==> src/logic/chipsel_pkg.sv <==
package chipsel_pkg;
  // ---------------------------------------------------------------
  // Register indices; the byte address is four times the index.
  // ---------------------------------------------------------------
  localparam int unsigned AXI_ADDR_W = 12;
  localparam logic [7:0] IDX_BASE0 = 8'h4a;
  localparam logic [7:0] IDX_CTRL0 = 8'h4b;
  localparam logic [7:0] IDX_GLOBAL = 8'ha7;
  localparam logic [7:0] IDX_CYCLE = 8'hb3;
  localparam logic [7:0] IDX_GRAN = 8'hbf;
  localparam logic [7:0] IDX_STATUS = 8'hc0;
  // ---------------------------------------------------------------
  // Reset values.
  // ---------------------------------------------------------------
  localparam logic [7:0] RST_BASE0 = 8'h00;
  localparam logic [7:0] RST_CTRL0 = 8'h00;
  localparam logic [7:0] RST_GLOBAL = 8'h00;
  localparam logic [7:0] RST_CYCLE = 8'h00;
  localparam logic [7:0] RST_GRAN = 8'h0f;
  // ---------------------------------------------------------------
  // Field positions.
  // ---------------------------------------------------------------
  localparam int unsigned CTRL_BASE_HI = 7;
  localparam int unsigned CTRL_WR_EN = 6;
  localparam int unsigned CTRL_RD_EN = 5;
  localparam int unsigned CTRL_EARLY = 4;
  localparam int unsigned GRAN_BASE_LO = 4;
  localparam int unsigned GRAN_MASK_LO = 0;
  localparam int unsigned CYC_ROM16 = 4;
  localparam int unsigned CYC_ROM = 0;
  localparam int unsigned GLB_HIGH_ZERO = 7;
  localparam int unsigned STAT_SELECT = 0;
  localparam int unsigned STAT_ROM = 1;
  // ---------------------------------------------------------------
  // Decode geometry and bus answers.
  // ---------------------------------------------------------------
  localparam int unsigned ISA_ADDR_W = 24;
  localparam int unsigned FIELD_W = 10;
  localparam int unsigned MASK_W = 5;
  localparam int unsigned IO_FIELD_LSB = 0;
  localparam int unsigned MEM_FIELD_LSB = 14;
  localparam int unsigned IO_HIGH_LSB = 10;
  localparam int unsigned IO_HIGH_MSB = 15;
  localparam logic [1:0] RESP_OKAY = 2'h0;
  localparam logic [1:0] RESP_SLVERR = 2'h2;
endpackage

==> src/logic/select_cfg_if.sv <==
interface select_cfg_if;
  import chipsel_pkg::*;
  logic [FIELD_W-1:0] base;
  logic [MASK_W-1:0] mask;
  logic rom_mode;
  logic high_zero;
  logic rd_en;
  logic wr_en;
  logic [ISA_ADDR_W-1:0] addr;
  logic io_cycle;
  logic write_cycle;
  logic match;
  modport ctl (output base, mask, rom_mode, high_zero, rd_en, wr_en, addr, io_cycle,
    write_cycle, input match);
  modport dec (input base, mask, rom_mode, high_zero, rd_en, wr_en, addr, io_cycle,
    write_cycle, output match);
endinterface

==> src/logic/chip_select_decoder.sv <==
// How it works
// Four selects exist; this block is select zero, memory or I/O type.
// I/O decode compares ten address bits down to the single byte.
// A global bit demands I/O address bits 15..10 be zero, else ignored.
// Memory decode matches 16KB blocks anywhere in 16MB space.
// Base register gives bits 8..1 or 22..15; granularity bit 4 bit 0/14.
// Control bit 7 gives bit 9 or 23; bit 4 picks early or command timing.
// Control bit 6 enables write decode, bit 5 enables read decode.
// Ones in control low nibble or granularity bit 0 drop bits from compare.
// Cycle type bit 0 picks I/O or ROM decode; bit 4 picks ROM width 16.
// Board logic qualifies the strobe with AEN and ORs an address line.
// Software takes care with ROMs below 1MB to avoid data bus conflicts.
// Select asserts only on matching type, enabled direction, equal bits.
//
// The implementer's own choice: the AXI4-Lite interface to the registers.
module chip_select_decoder
  import chipsel_pkg::*;
(
  // Clock and reset.
  input wire logic CLK_SYS,
  input wire logic RST_B,
  // AXI4-Lite write address and data.
  input wire logic AWVALID,
  output logic AWREADY,
  input wire logic [AXI_ADDR_W-1:0] AWADDR,
  input wire logic [2:0] AWPROT,
  input wire logic WVALID,
  output logic WREADY,
  input wire logic [31:0] WDATA,
  input wire logic [3:0] WSTRB,
  // AXI4-Lite write response.
  output logic BVALID,
  input wire logic BREADY,
  output logic [1:0] BRESP,
  // AXI4-Lite read.
  input wire logic ARVALID,
  output logic ARREADY,
  input wire logic [AXI_ADDR_W-1:0] ARADDR,
  input wire logic [2:0] ARPROT,
  output logic RVALID,
  input wire logic RREADY,
  output logic [31:0] RDATA,
  output logic [1:0] RRESP,
  // Expansion bus cycle, from pins.
  input wire logic [ISA_ADDR_W-1:0] ISA_ADDR,
  input wire logic ISA_IO_CYCLE,
  input wire logic ISA_WRITE,
  input wire logic ISA_CMD_B,
  // Select and ROM width out.
  output logic PROGRAMMABLE_SELECT_ZERO_B,
  output logic ROM_WIDTH_16
);
  // ---------------------------------------------------------------
  // Registers.
  // ---------------------------------------------------------------
  logic [7:0] base0;
  logic [7:0] ctrl0;
  logic [7:0] global_cfg;
  logic [7:0] cycle_type;
  logic [7:0] gran;
  logic [7:0] aw_index;
  logic aw_ok;
  logic aw_held;
  logic w_held;
  logic [7:0] w_byte;
  logic w_lane;
  localparam int unsigned PIN_W = ISA_ADDR_W + 3;
  logic [PIN_W-1:0] pin_meta;
  logic [PIN_W-1:0] pin_sync;

  select_cfg_if cfg ();

  select_match u_match (
    .cfg(cfg)
  );

  // ---------------------------------------------------------------
  // Pin synchronisers: the second stage is the only reader of the first.
  // ---------------------------------------------------------------
  wire logic [ISA_ADDR_W-1:0] addr_s;
  wire logic io_s;
  wire logic write_s;
  wire logic cmd_b_s;

  always_ff @(posedge CLK_SYS or negedge RST_B)
  begin
    if (!RST_B)
    begin
      pin_meta <= '0;
      pin_sync <= '0;
    end
    else
    begin
      pin_meta <= {ISA_CMD_B, ISA_WRITE, ISA_IO_CYCLE, ISA_ADDR};
      pin_sync <= pin_meta;
    end
  end

  assign addr_s = pin_sync[ISA_ADDR_W-1:0];
  assign io_s = pin_sync[ISA_ADDR_W];
  assign write_s = pin_sync[ISA_ADDR_W+1];
  assign cmd_b_s = pin_sync[ISA_ADDR_W+2];

  // ---------------------------------------------------------------
  // Decode configuration.
  // ---------------------------------------------------------------
  wire logic early;

  assign cfg.base = {ctrl0[CTRL_BASE_HI], base0, gran[GRAN_BASE_LO]};
  assign cfg.mask = {ctrl0[3:0], gran[GRAN_MASK_LO]};
  assign cfg.rom_mode = cycle_type[CYC_ROM];
  assign cfg.high_zero = global_cfg[GLB_HIGH_ZERO];
  assign cfg.wr_en = ctrl0[CTRL_WR_EN];
  assign cfg.rd_en = ctrl0[CTRL_RD_EN];
  assign cfg.addr = addr_s;
  assign cfg.io_cycle = io_s;
  assign cfg.write_cycle = write_s;
  assign early = ctrl0[CTRL_EARLY];

  // Early timing drives the select from address, cycle type and direction alone, so it leads the
  // command; the board gate still qualifies it with the cycle strobe.
  wire logic next_select;

  assign next_select = cfg.match & (early | ~cmd_b_s);

  always_ff @(posedge CLK_SYS or negedge RST_B)
  begin
    if (!RST_B)
    begin
      PROGRAMMABLE_SELECT_ZERO_B <= 1'b1;
      ROM_WIDTH_16 <= 1'b0;
    end
    else
    begin
      PROGRAMMABLE_SELECT_ZERO_B <= ~next_select;
      ROM_WIDTH_16 <= cycle_type[CYC_ROM16];
    end
  end

  // ---------------------------------------------------------------
  // AXI4-Lite write path: address and data are taken in either order.
  // ---------------------------------------------------------------
  wire logic aw_hs;
  wire logic w_hs;
  wire logic commit;
  wire logic next_aw_held;
  wire logic next_w_held;
  wire logic next_bvalid;
  wire logic [7:0] awi;
  wire logic awi_ok;
  wire logic wr_mapped;
  wire logic wr_en;

  assign aw_hs = AWVALID & AWREADY;
  assign w_hs = WVALID & WREADY;
  assign commit = aw_held & w_held & ~BVALID;
  assign next_aw_held = (aw_held | aw_hs) & ~commit;
  assign next_w_held = (w_held | w_hs) & ~commit;
  assign next_bvalid = commit | (BVALID & ~BREADY);
  assign awi = AWADDR[9:2];
  assign awi_ok = (AWADDR[1:0] == 2'h0) & (AWADDR[AXI_ADDR_W-1:10] == '0);
  assign wr_mapped = aw_ok & ((aw_index == IDX_BASE0) | (aw_index == IDX_CTRL0)
    | (aw_index == IDX_GLOBAL) | (aw_index == IDX_CYCLE) | (aw_index == IDX_GRAN)
    | (aw_index == IDX_STATUS));
  assign wr_en = commit & aw_ok & w_lane;

  always_ff @(posedge CLK_SYS or negedge RST_B)
  begin
    if (!RST_B)
    begin
      aw_held <= 1'b0;
      w_held <= 1'b0;
      aw_index <= 8'h00;
      aw_ok <= 1'b0;
      w_byte <= 8'h00;
      w_lane <= 1'b0;
      AWREADY <= 1'b0;
      WREADY <= 1'b0;
      BVALID <= 1'b0;
      BRESP <= RESP_OKAY;
    end
    else
    begin
      aw_held <= next_aw_held;
      w_held <= next_w_held;
      AWREADY <= ~next_aw_held & ~next_bvalid;
      WREADY <= ~next_w_held & ~next_bvalid;
      BVALID <= next_bvalid;
      if (aw_hs)
      begin
        aw_index <= awi;
        aw_ok <= awi_ok;
      end
      if (w_hs)
      begin
        w_byte <= WDATA[7:0];
        w_lane <= WSTRB[0];
      end
      if (commit)
      begin
        BRESP <= wr_mapped ? RESP_OKAY : RESP_SLVERR;
      end
    end
  end

  // Writes without byte lane 0 are acknowledged but leave the registers alone.
  always_ff @(posedge CLK_SYS or negedge RST_B)
  begin
    if (!RST_B)
    begin
      base0 <= RST_BASE0;
      ctrl0 <= RST_CTRL0;
      global_cfg <= RST_GLOBAL;
      cycle_type <= RST_CYCLE;
      gran <= RST_GRAN;
    end
    else if (wr_en)
    begin
      if (aw_index == IDX_BASE0)
        base0 <= w_byte;
      if (aw_index == IDX_CTRL0)
        ctrl0 <= w_byte;
      if (aw_index == IDX_GLOBAL)
        global_cfg <= w_byte;
      if (aw_index == IDX_CYCLE)
        cycle_type <= w_byte;
      if (aw_index == IDX_GRAN)
        gran <= w_byte;
    end
  end

  // ---------------------------------------------------------------
  // AXI4-Lite read path.
  // ---------------------------------------------------------------
  wire logic ar_hs;
  wire logic next_rvalid;
  wire logic [7:0] ari;
  wire logic ari_ok;
  wire logic [7:0] status;
  wire logic [7:0] rd_byte;
  wire logic rd_hit;

  assign ar_hs = ARVALID & ARREADY;
  assign next_rvalid = ar_hs | (RVALID & ~RREADY);
  assign ari = ARADDR[9:2];
  assign ari_ok = (ARADDR[1:0] == 2'h0) & (ARADDR[AXI_ADDR_W-1:10] == '0);
  assign status = {6'h00, cycle_type[CYC_ROM], ~PROGRAMMABLE_SELECT_ZERO_B};
  assign rd_hit = ari_ok & ((ari == IDX_BASE0) | (ari == IDX_CTRL0)
    | (ari == IDX_GLOBAL) | (ari == IDX_CYCLE) | (ari == IDX_GRAN) | (ari == IDX_STATUS));
  assign rd_byte = ~ari_ok ? 8'h00
    : (ari == IDX_BASE0) ? base0
    : (ari == IDX_CTRL0) ? ctrl0
    : (ari == IDX_GLOBAL) ? global_cfg
    : (ari == IDX_CYCLE) ? cycle_type
    : (ari == IDX_GRAN) ? gran
    : (ari == IDX_STATUS) ? status
    : 8'h00;

  always_ff @(posedge CLK_SYS or negedge RST_B)
  begin
    if (!RST_B)
    begin
      ARREADY <= 1'b0;
      RVALID <= 1'b0;
      RDATA <= 32'h0000_0000;
      RRESP <= RESP_OKAY;
    end
    else
    begin
      ARREADY <= ~next_rvalid;
      RVALID <= next_rvalid;
      if (ar_hs)
      begin
        RDATA <= {24'h00_0000, rd_byte};
        RRESP <= rd_hit ? RESP_OKAY : RESP_SLVERR;
      end
    end
  end

  // ---------------------------------------------------------------
  // Assertions.
  // ---------------------------------------------------------------
  sel_cycle_type_a: assert property (
    @(posedge CLK_SYS) disable iff (!RST_B)
    !PROGRAMMABLE_SELECT_ZERO_B |-> $past(cycle_type[CYC_ROM]) != $past(io_s))
    else $error("Select asserted on a cycle of the wrong type.");

  io_ten_bits_a: assert property (
    @(posedge CLK_SYS) disable iff (!RST_B)
    !PROGRAMMABLE_SELECT_ZERO_B && !$past(cycle_type[CYC_ROM])
    |-> (($past(addr_s[9:0]) ^ $past(cfg.base)) & ~{5'h00, $past(cfg.mask)}) == 10'h000)
    else $error("I/O select with an unmasked address bit off base.");

  io_high_zero_a: assert property (
    @(posedge CLK_SYS) disable iff (!RST_B)
    !PROGRAMMABLE_SELECT_ZERO_B && $past(global_cfg[GLB_HIGH_ZERO] && io_s)
    |-> $past(addr_s[15:10]) == 6'h00)
    else $error("I/O select with nonzero upper address bits.");

  mem_block_a: assert property (
    @(posedge CLK_SYS) disable iff (!RST_B)
    !PROGRAMMABLE_SELECT_ZERO_B && $past(cycle_type[CYC_ROM])
    |-> (($past(addr_s[23:14]) ^ $past(cfg.base)) & ~{5'h00, $past(cfg.mask)}) == 10'h000)
    else $error("Memory select outside the programmed block.");

  cmd_timing_a: assert property (
    @(posedge CLK_SYS) disable iff (!RST_B)
    $fell(PROGRAMMABLE_SELECT_ZERO_B) && !$past(ctrl0[CTRL_EARLY]) |-> !$past(cmd_b_s))
    else $error("Command timed select asserted without the command.");

  write_enable_a: assert property (
    @(posedge CLK_SYS) disable iff (!RST_B)
    !PROGRAMMABLE_SELECT_ZERO_B && $past(write_s) |-> $past(ctrl0[CTRL_WR_EN]))
    else $error("Write cycle selected with write decode disabled.");

  read_enable_a: assert property (
    @(posedge CLK_SYS) disable iff (!RST_B)
    !PROGRAMMABLE_SELECT_ZERO_B && !$past(write_s) |-> $past(ctrl0[CTRL_RD_EN]))
    else $error("Read cycle selected with read decode disabled.");

  rom_width_a: assert property (
    @(posedge CLK_SYS) disable iff (!RST_B)
    wr_en && aw_index == IDX_CYCLE |-> ##2 ROM_WIDTH_16 == $past(w_byte[CYC_ROM16], 2))
    else $error("ROM width output did not follow the cycle type register.");

  match_select_a: assert property (
    @(posedge CLK_SYS) disable iff (!RST_B)
    cfg.match && early ##1 cfg.match && early |-> !PROGRAMMABLE_SELECT_ZERO_B)
    else $error("Early select missing on a matching cycle.");

  write_answer_a: assert property (
    @(posedge CLK_SYS) disable iff (!RST_B)
    commit |=> BVALID && !AWREADY && !WREADY)
    else $error("Write response did not follow the commit.");
endmodule

==> src/logic/select_match.sv <==
module select_match
  import chipsel_pkg::*;
(
  // Configuration and cycle in, match out.
  select_cfg_if.dec cfg
);
  // ---------------------------------------------------------------
  // Compared field: A[9:0] for I/O, A[23:14] for memory.
  // ---------------------------------------------------------------
  wire logic [FIELD_W-1:0] field;
  wire logic [FIELD_W-1:0] ignore;
  wire logic [FIELD_W-1:0] differ;
  wire logic high_ok;
  wire logic type_ok;
  wire logic dir_ok;

  assign field = cfg.rom_mode ? cfg.addr[MEM_FIELD_LSB +: FIELD_W]
    : cfg.addr[IO_FIELD_LSB +: FIELD_W];
  assign ignore = {{(FIELD_W-MASK_W){1'b0}}, cfg.mask};
  assign differ = (field ^ cfg.base) & ~ignore;
  // Bits 15 to 10 only count in I/O mode and only when software asks for it.
  assign high_ok = cfg.rom_mode | ~cfg.high_zero
    | (cfg.addr[IO_HIGH_MSB:IO_HIGH_LSB] == '0);
  assign type_ok = cfg.rom_mode ? ~cfg.io_cycle : cfg.io_cycle;
  assign dir_ok = cfg.write_cycle ? cfg.wr_en : cfg.rd_en;
  assign cfg.match = type_ok & dir_ok & high_ok & (differ == '0);
endmodule

==> config.mk <==
export PLATFORM = sky130hd
export DESIGN_NAME = chip_select_decoder
export DESIGN_NICKNAME = d
export VERILOG_FILES = /design/src/logic/chipsel_pkg.sv /design/src/logic/select_cfg_if.sv /design/src/logic/chip_select_decoder.sv /design/src/logic/select_match.sv
export SDC_FILE = /design/constraint.sdc
export NUM_CORES = 1
export LEC_CHECK = 0
export BUFFER_PORTS_ARGS = -buffer_cell sky130_fd_sc_hd__buf_2
export CAP_MARGIN = 10
export CORE_MARGIN = 8
export CORE_UTILIZATION = 45
export DETAILED_ROUTE_END_ITERATION = 8
export PLACE_DENSITY_LB_ADDON = 0.2
export RECOVER_POWER = 50
export SYNTH_ARGS = -nofsm -noshare
export SYNTH_HDL_FRONTEND = slang
export SYNTH_SLANG_ARGS = --single-unit
==> constraint.sdc <==
create_clock -name CLK_SYS -period 5.04 [get_ports CLK_SYS]
set_input_delay 0.252 -clock CLK_SYS [delete_from_list [all_inputs] [get_ports CLK_SYS]]
set_output_delay 0.252 -clock CLK_SYS [all_outputs]
set_load 0.01 [all_outputs]
==> reports/metrics.sh <==
FP.DIEW_UM=125
CTS_INSERTED_BUFFERS=17
FRACTION_OF_FINAL_LAYOUT_CELLS_SIZED_BEYOND_DRIVE_STRENGTH_1=0.315
BUFFER_PORTS.INSERTED=83
ROUTE.DETAILED.DRC=0
HPWL_UM=7720
SETUP.WORST_PATH.START_CLASS='flop'
SYNTHCELLS=392
COMB_POWER_SHARE=0.097
CTS_TREE='yes'
CP_CAPTURE_TYPE='flop'
YOSYSSEQAREASHARE=0.617
NUMCLOCKSINKS=131
MOST_USED_CELLS_IN_THE_LAYOUT_EXCLUDING_FILL_AND_TAP_CELLS='126 x sky130_fd_sc_hd__dfrtp_1, 66 x sky130_fd_sc_hd__buf_2, 50 x sky130_fd_sc_hd__mux2_2, 28 x sky130_fd_sc_hd__dlygate4sd3_1, 26 x sky130_fd_sc_hd__conb_1'
INSERTION_DELAY_PS=410
FILL_CELLS=948
CTS_SETUP_BUFFERS=0
POST-SYNTH-TOP-AREA-FRACTION=0.592
RESULT_OF_THE_RUN='finished, final reports clean'
VIAS_PER_CELL=5.12
PLACED_CELL_AREA_UM2=5770
NUMBER_OF_ANTENNA_VIOLATIONS_AT_THE_FIRST_CHECK_IN_GLOBAL_ROUTING=0
SYNTH_TOP_CELL_BY_AREA='sky130_fd_sc_hd__dfrtp_1'
POSTSYNTHREGISTERBITS=131
YOSYS-MUX-AREA-FRACTION=0.153
ASYNCSETRESETFLOPFRACSYNTH=1.00
TIMING_HOLD_VIOLATIONS_FINAL=0
SYN_AREA_UM2=5320
YOSYS.AREA_SHARE.XOR_XNOR=0.0148
CLOCK_TRANSITION_AT_THE_REGISTERS_OF_THE_REPORTED_PATHS_PS=60
CRITICAL_PATH.REG2REG.STARTPOINT='cycle_type[0]'
TIMING.CRITICAL_PATH.FROM='cycle_type[0]'
DR.FIRST_ITER.DRC_COUNT=191
FF2FF_SETUP_SLACK_PS=2780
NETSWITCHINGPOWER_mW=0.716
WORSTMARGINPINSLEW_PS=895
P_SW_FRAC=0.238
GRT_START_MAX_NET_PINS=71
POST_SYNTH_NUM_CELL_TYPES=53
WORSTPATHREQUIRED_PS=5350
DRT_PRE_ANTENNA_ITERS=4
WORST-SETUP-PATH-TYPE='flop to flop'
TIMING.SLEW.HEADROOM=0.404
POSTSYNTH.TOPFLOPCELL='sky130_fd_sc_hd__dfrtp_1'
PLACE_CONGESTION=0.797
INITIAL_UTILIZATION=0.464
SYNTH_SIMPLE_GATE_AREA_FRAC=0.0990
GLOBAL_ROUTE.OVERFLOW_TOTAL=0
FINAL_NET_COUNT=610
GRT_PASS1_WL_UM=18500
POWER_LEAKAGE_nW=3.12
POSTLAYOUTCELLAREA_UM2=6730
CTSHTREEMAXLEVEL=4
WORST-PATH-MAX-FANOUT=15
DRT_WL_TOTAL_UM=11000
I_O_PIN_COUNT=143
DOMINANT_COMBINATIONAL_CELL_FAMILY_BY_AREA_AFTER_SYNTHESIS='multiplexers'
NUM_ANTENNA_CELLS=0
STDCELL_COUNT=666
WORST_HOLD_PATH_CLASS='primary input to flop'
FINAL.PERIOD_UTILIZATION=0.448
RR_WORST_DEPTH=4
CRITPATHARRIVALTIME_PS=2560
POST_DRT_WL_PER_CELL_UM=16.5
ROWS=39
POST_SYNTH_FA_HA_MAJ_AREA_FRACTION=0
P_INT_mW=2.29
P_PER_AREA_nW_PER_UM2=447
SETUP_VIOL=0
CORE-AREA_UM2=11500
TIMING.SETUP.TNS_PS=0
CAP_VIOLATIONS=0
CTSROOTBUFFERMASTER='sky130_fd_sc_hd__clkbuf_16'
CTS-ROOT-TO-SINK-BUFFERS=2
TIMING.RR.END='PROGRAMMABLE_SELECT_ZERO_B'
DIE_HEIGHT_UM=125
DESIGN.DIE.AREA_UM2=15600
CLOCK-SKEW-FINAL_PS=6.78
GLOBAL_ROUTE.USAGE.TOTAL=0.149
DR_TOTAL_VIAS=3407
FINAL_PERIOD_MINUS_WORST_SETUP_SLACK_PS=2260
WORST_SETUP_PATH_ENDPOINT='PROGRAMMABLE_SELECT_ZERO_B'
SYNTH_TOP_CELLS_BY_AREA='sky130_fd_sc_hd__dfrtp_1 59%, sky130_fd_sc_hd__mux2_2 11%, sky130_fd_sc_hd__buf_4 3.8%'
MAX_FREQ_GHz=0.443
IR_WORST_VDD_mV=0.286
SYNTH_COMPOUND_GATE_AREA_SHARE=0.0670
LAYOUT.CELLS.MOST_COMMON='sky130_fd_sc_hd__dfrtp_1'
POST_SYNTH.CELL_AREA_AVG_UM2=13.6
P_CLK_FRAC=0.468
PLACED_CELLS=606
GRT_SETUP_UNREPAIRED='false'
SYNTH_EDF_COUNT=0
GRT_PASS1_VIAS=3682
YS.WARNINGS.COUNT=0
ROUTE.ANTENNA.REMAINING_NETS=0
SYN2LAYOUT_AREA_GROWTH_PCT=26.4
POWER.SHARE.SEQUENTIAL=0.435
TIMING.FINAL.MAX_SLEW_VIOLATIONS=0
critical path, cell delays in order, from the launching register on:
cell	delay, ps
sky130_fd_sc_hd__dfrtp_1	840
sky130_fd_sc_hd__mux2i_1	360
sky130_fd_sc_hd__mux2i_1	220
sky130_fd_sc_hd__o2111ai_1	130
sky130_fd_sc_hd__or4_1	600
worst min path at each step:
stage | slack, ps | end | depth (start not counted) | from
floorplan | -40 | ARREADY | 0 | RST_B
global placement | 340 | pin_sync[7] | 0 | pin_meta[7]
detailed placement | 330 | pin_sync[12] | 0 | pin_meta[12]
CTS | 40 | WREADY | 2 | WVALID
global route | 60 | WREADY | 2 | WVALID
finish | 60 | WREADY | 2 | WVALID
cells by family (layout without fill, tap and decap cells):
group           Yosys count  after routing
flops                   131            131
buf+inv                  41            147
xor+xnor                  9              9
mux                      74             74
other cells               1             26
simple gates             85             85
compound gates           51             51
synthesized netlist by cell type, types with 5 or more instances:
library cell	count
sky130_fd_sc_hd__nand2_1	16
sky130_fd_sc_hd__a21oi_1	9
sky130_fd_sc_hd__mux2i_1	16
sky130_fd_sc_hd__nor2b_1	7
sky130_fd_sc_hd__and4_1	5
sky130_fd_sc_hd__nor2_1	13
sky130_fd_sc_hd__o211ai_1	5
sky130_fd_sc_hd__mux2_2	50
sky130_fd_sc_hd__xor2_1	7
sky130_fd_sc_hd__nand3_1	6
sky130_fd_sc_hd__clkbuf_1	7
sky130_fd_sc_hd__mux2_1	8
sky130_fd_sc_hd__nand4_1	5
sky130_fd_sc_hd__o21ai_0	9
sky130_fd_sc_hd__dfrtp_1	126
sky130_fd_sc_hd__buf_4	27
sky130_fd_sc_hd__dfstp_2	5
routing by layer:
metal	part of all wire	vias up	wire length (um)	GRT usage
met2	0.46	115	5050	0.225
met1	0.46	1668	5060	0.188
met4	0.016	0	171	0.0595
met3	0.066	15	727	0.0566
met5	0	-	0	0
li1	-	1609	-	-
power by group through the flow:
stage                     Sequential [mW]  Combinational, mW  Clock (mW)
after detailed placement             1.33              0.282           0
after floorplan                      1.27              0.209           0
after global placement               1.32              0.273           0
final                                1.31              0.292        1.41
after global routing                 1.33              0.329        1.49
after CTS                            1.31              0.300        1.43
state kept, by name, indices dropped and copies added (netlist names):
register	cells
gran	8
global_cfg	8
w_held	1
ctrl0	8
pin_sync	27
aw_index	8
RDATA	8
ROM_WIDTH_16	1
cycle_type	8
aw_held	1
w_lane	1
pin_meta	27
AWREADY	1
RVALID	1
w_byte	8
aw_ok	1
RRESP	1
base0	8
BVALID	1
BRESP	1
ARREADY	1
PROGRAMMABLE_SELECT_ZERO_B	1
WREADY	1
stage by stage:
stage / setup slack [ps] / power, mW / hold WS [ps] / utilization
2_1_floorplan: 3160 / 1.48 / -43.6 / -
3_3_place_gp: 2770 / 1.60 / 336 / 0.503
3_5_place_dp: 2780 / 1.61 / 335 / 0.503
4_1_cts: 2780 / 3.04 / 43.8 / 0.588
5_1_grt: 2710 / 3.15 / 56.8 / 0.587
6_report: 2780 / 3.01 / 59.1 / 0.587
area by class of cell:
type                            instances  area [um^2]  share of cell area
Sequential cell                       131         3280               0.488
Multi-Input combinational cell        245         1870               0.278
Timing Repair Buffer                  112          686               0.102
Clock buffer                           20          467              0.0694
Clock inverter                         12          226              0.0337
Tap cell                              143          179              0.0266
Inverter                                3         11.3             0.00167
timing repair:
action,4_1_cts,5_1_grt
hold buffers,28,0
gates resized for setup,0,0
endpoints found under the hold margin,36,0
(Power assumes the default switching activity.)
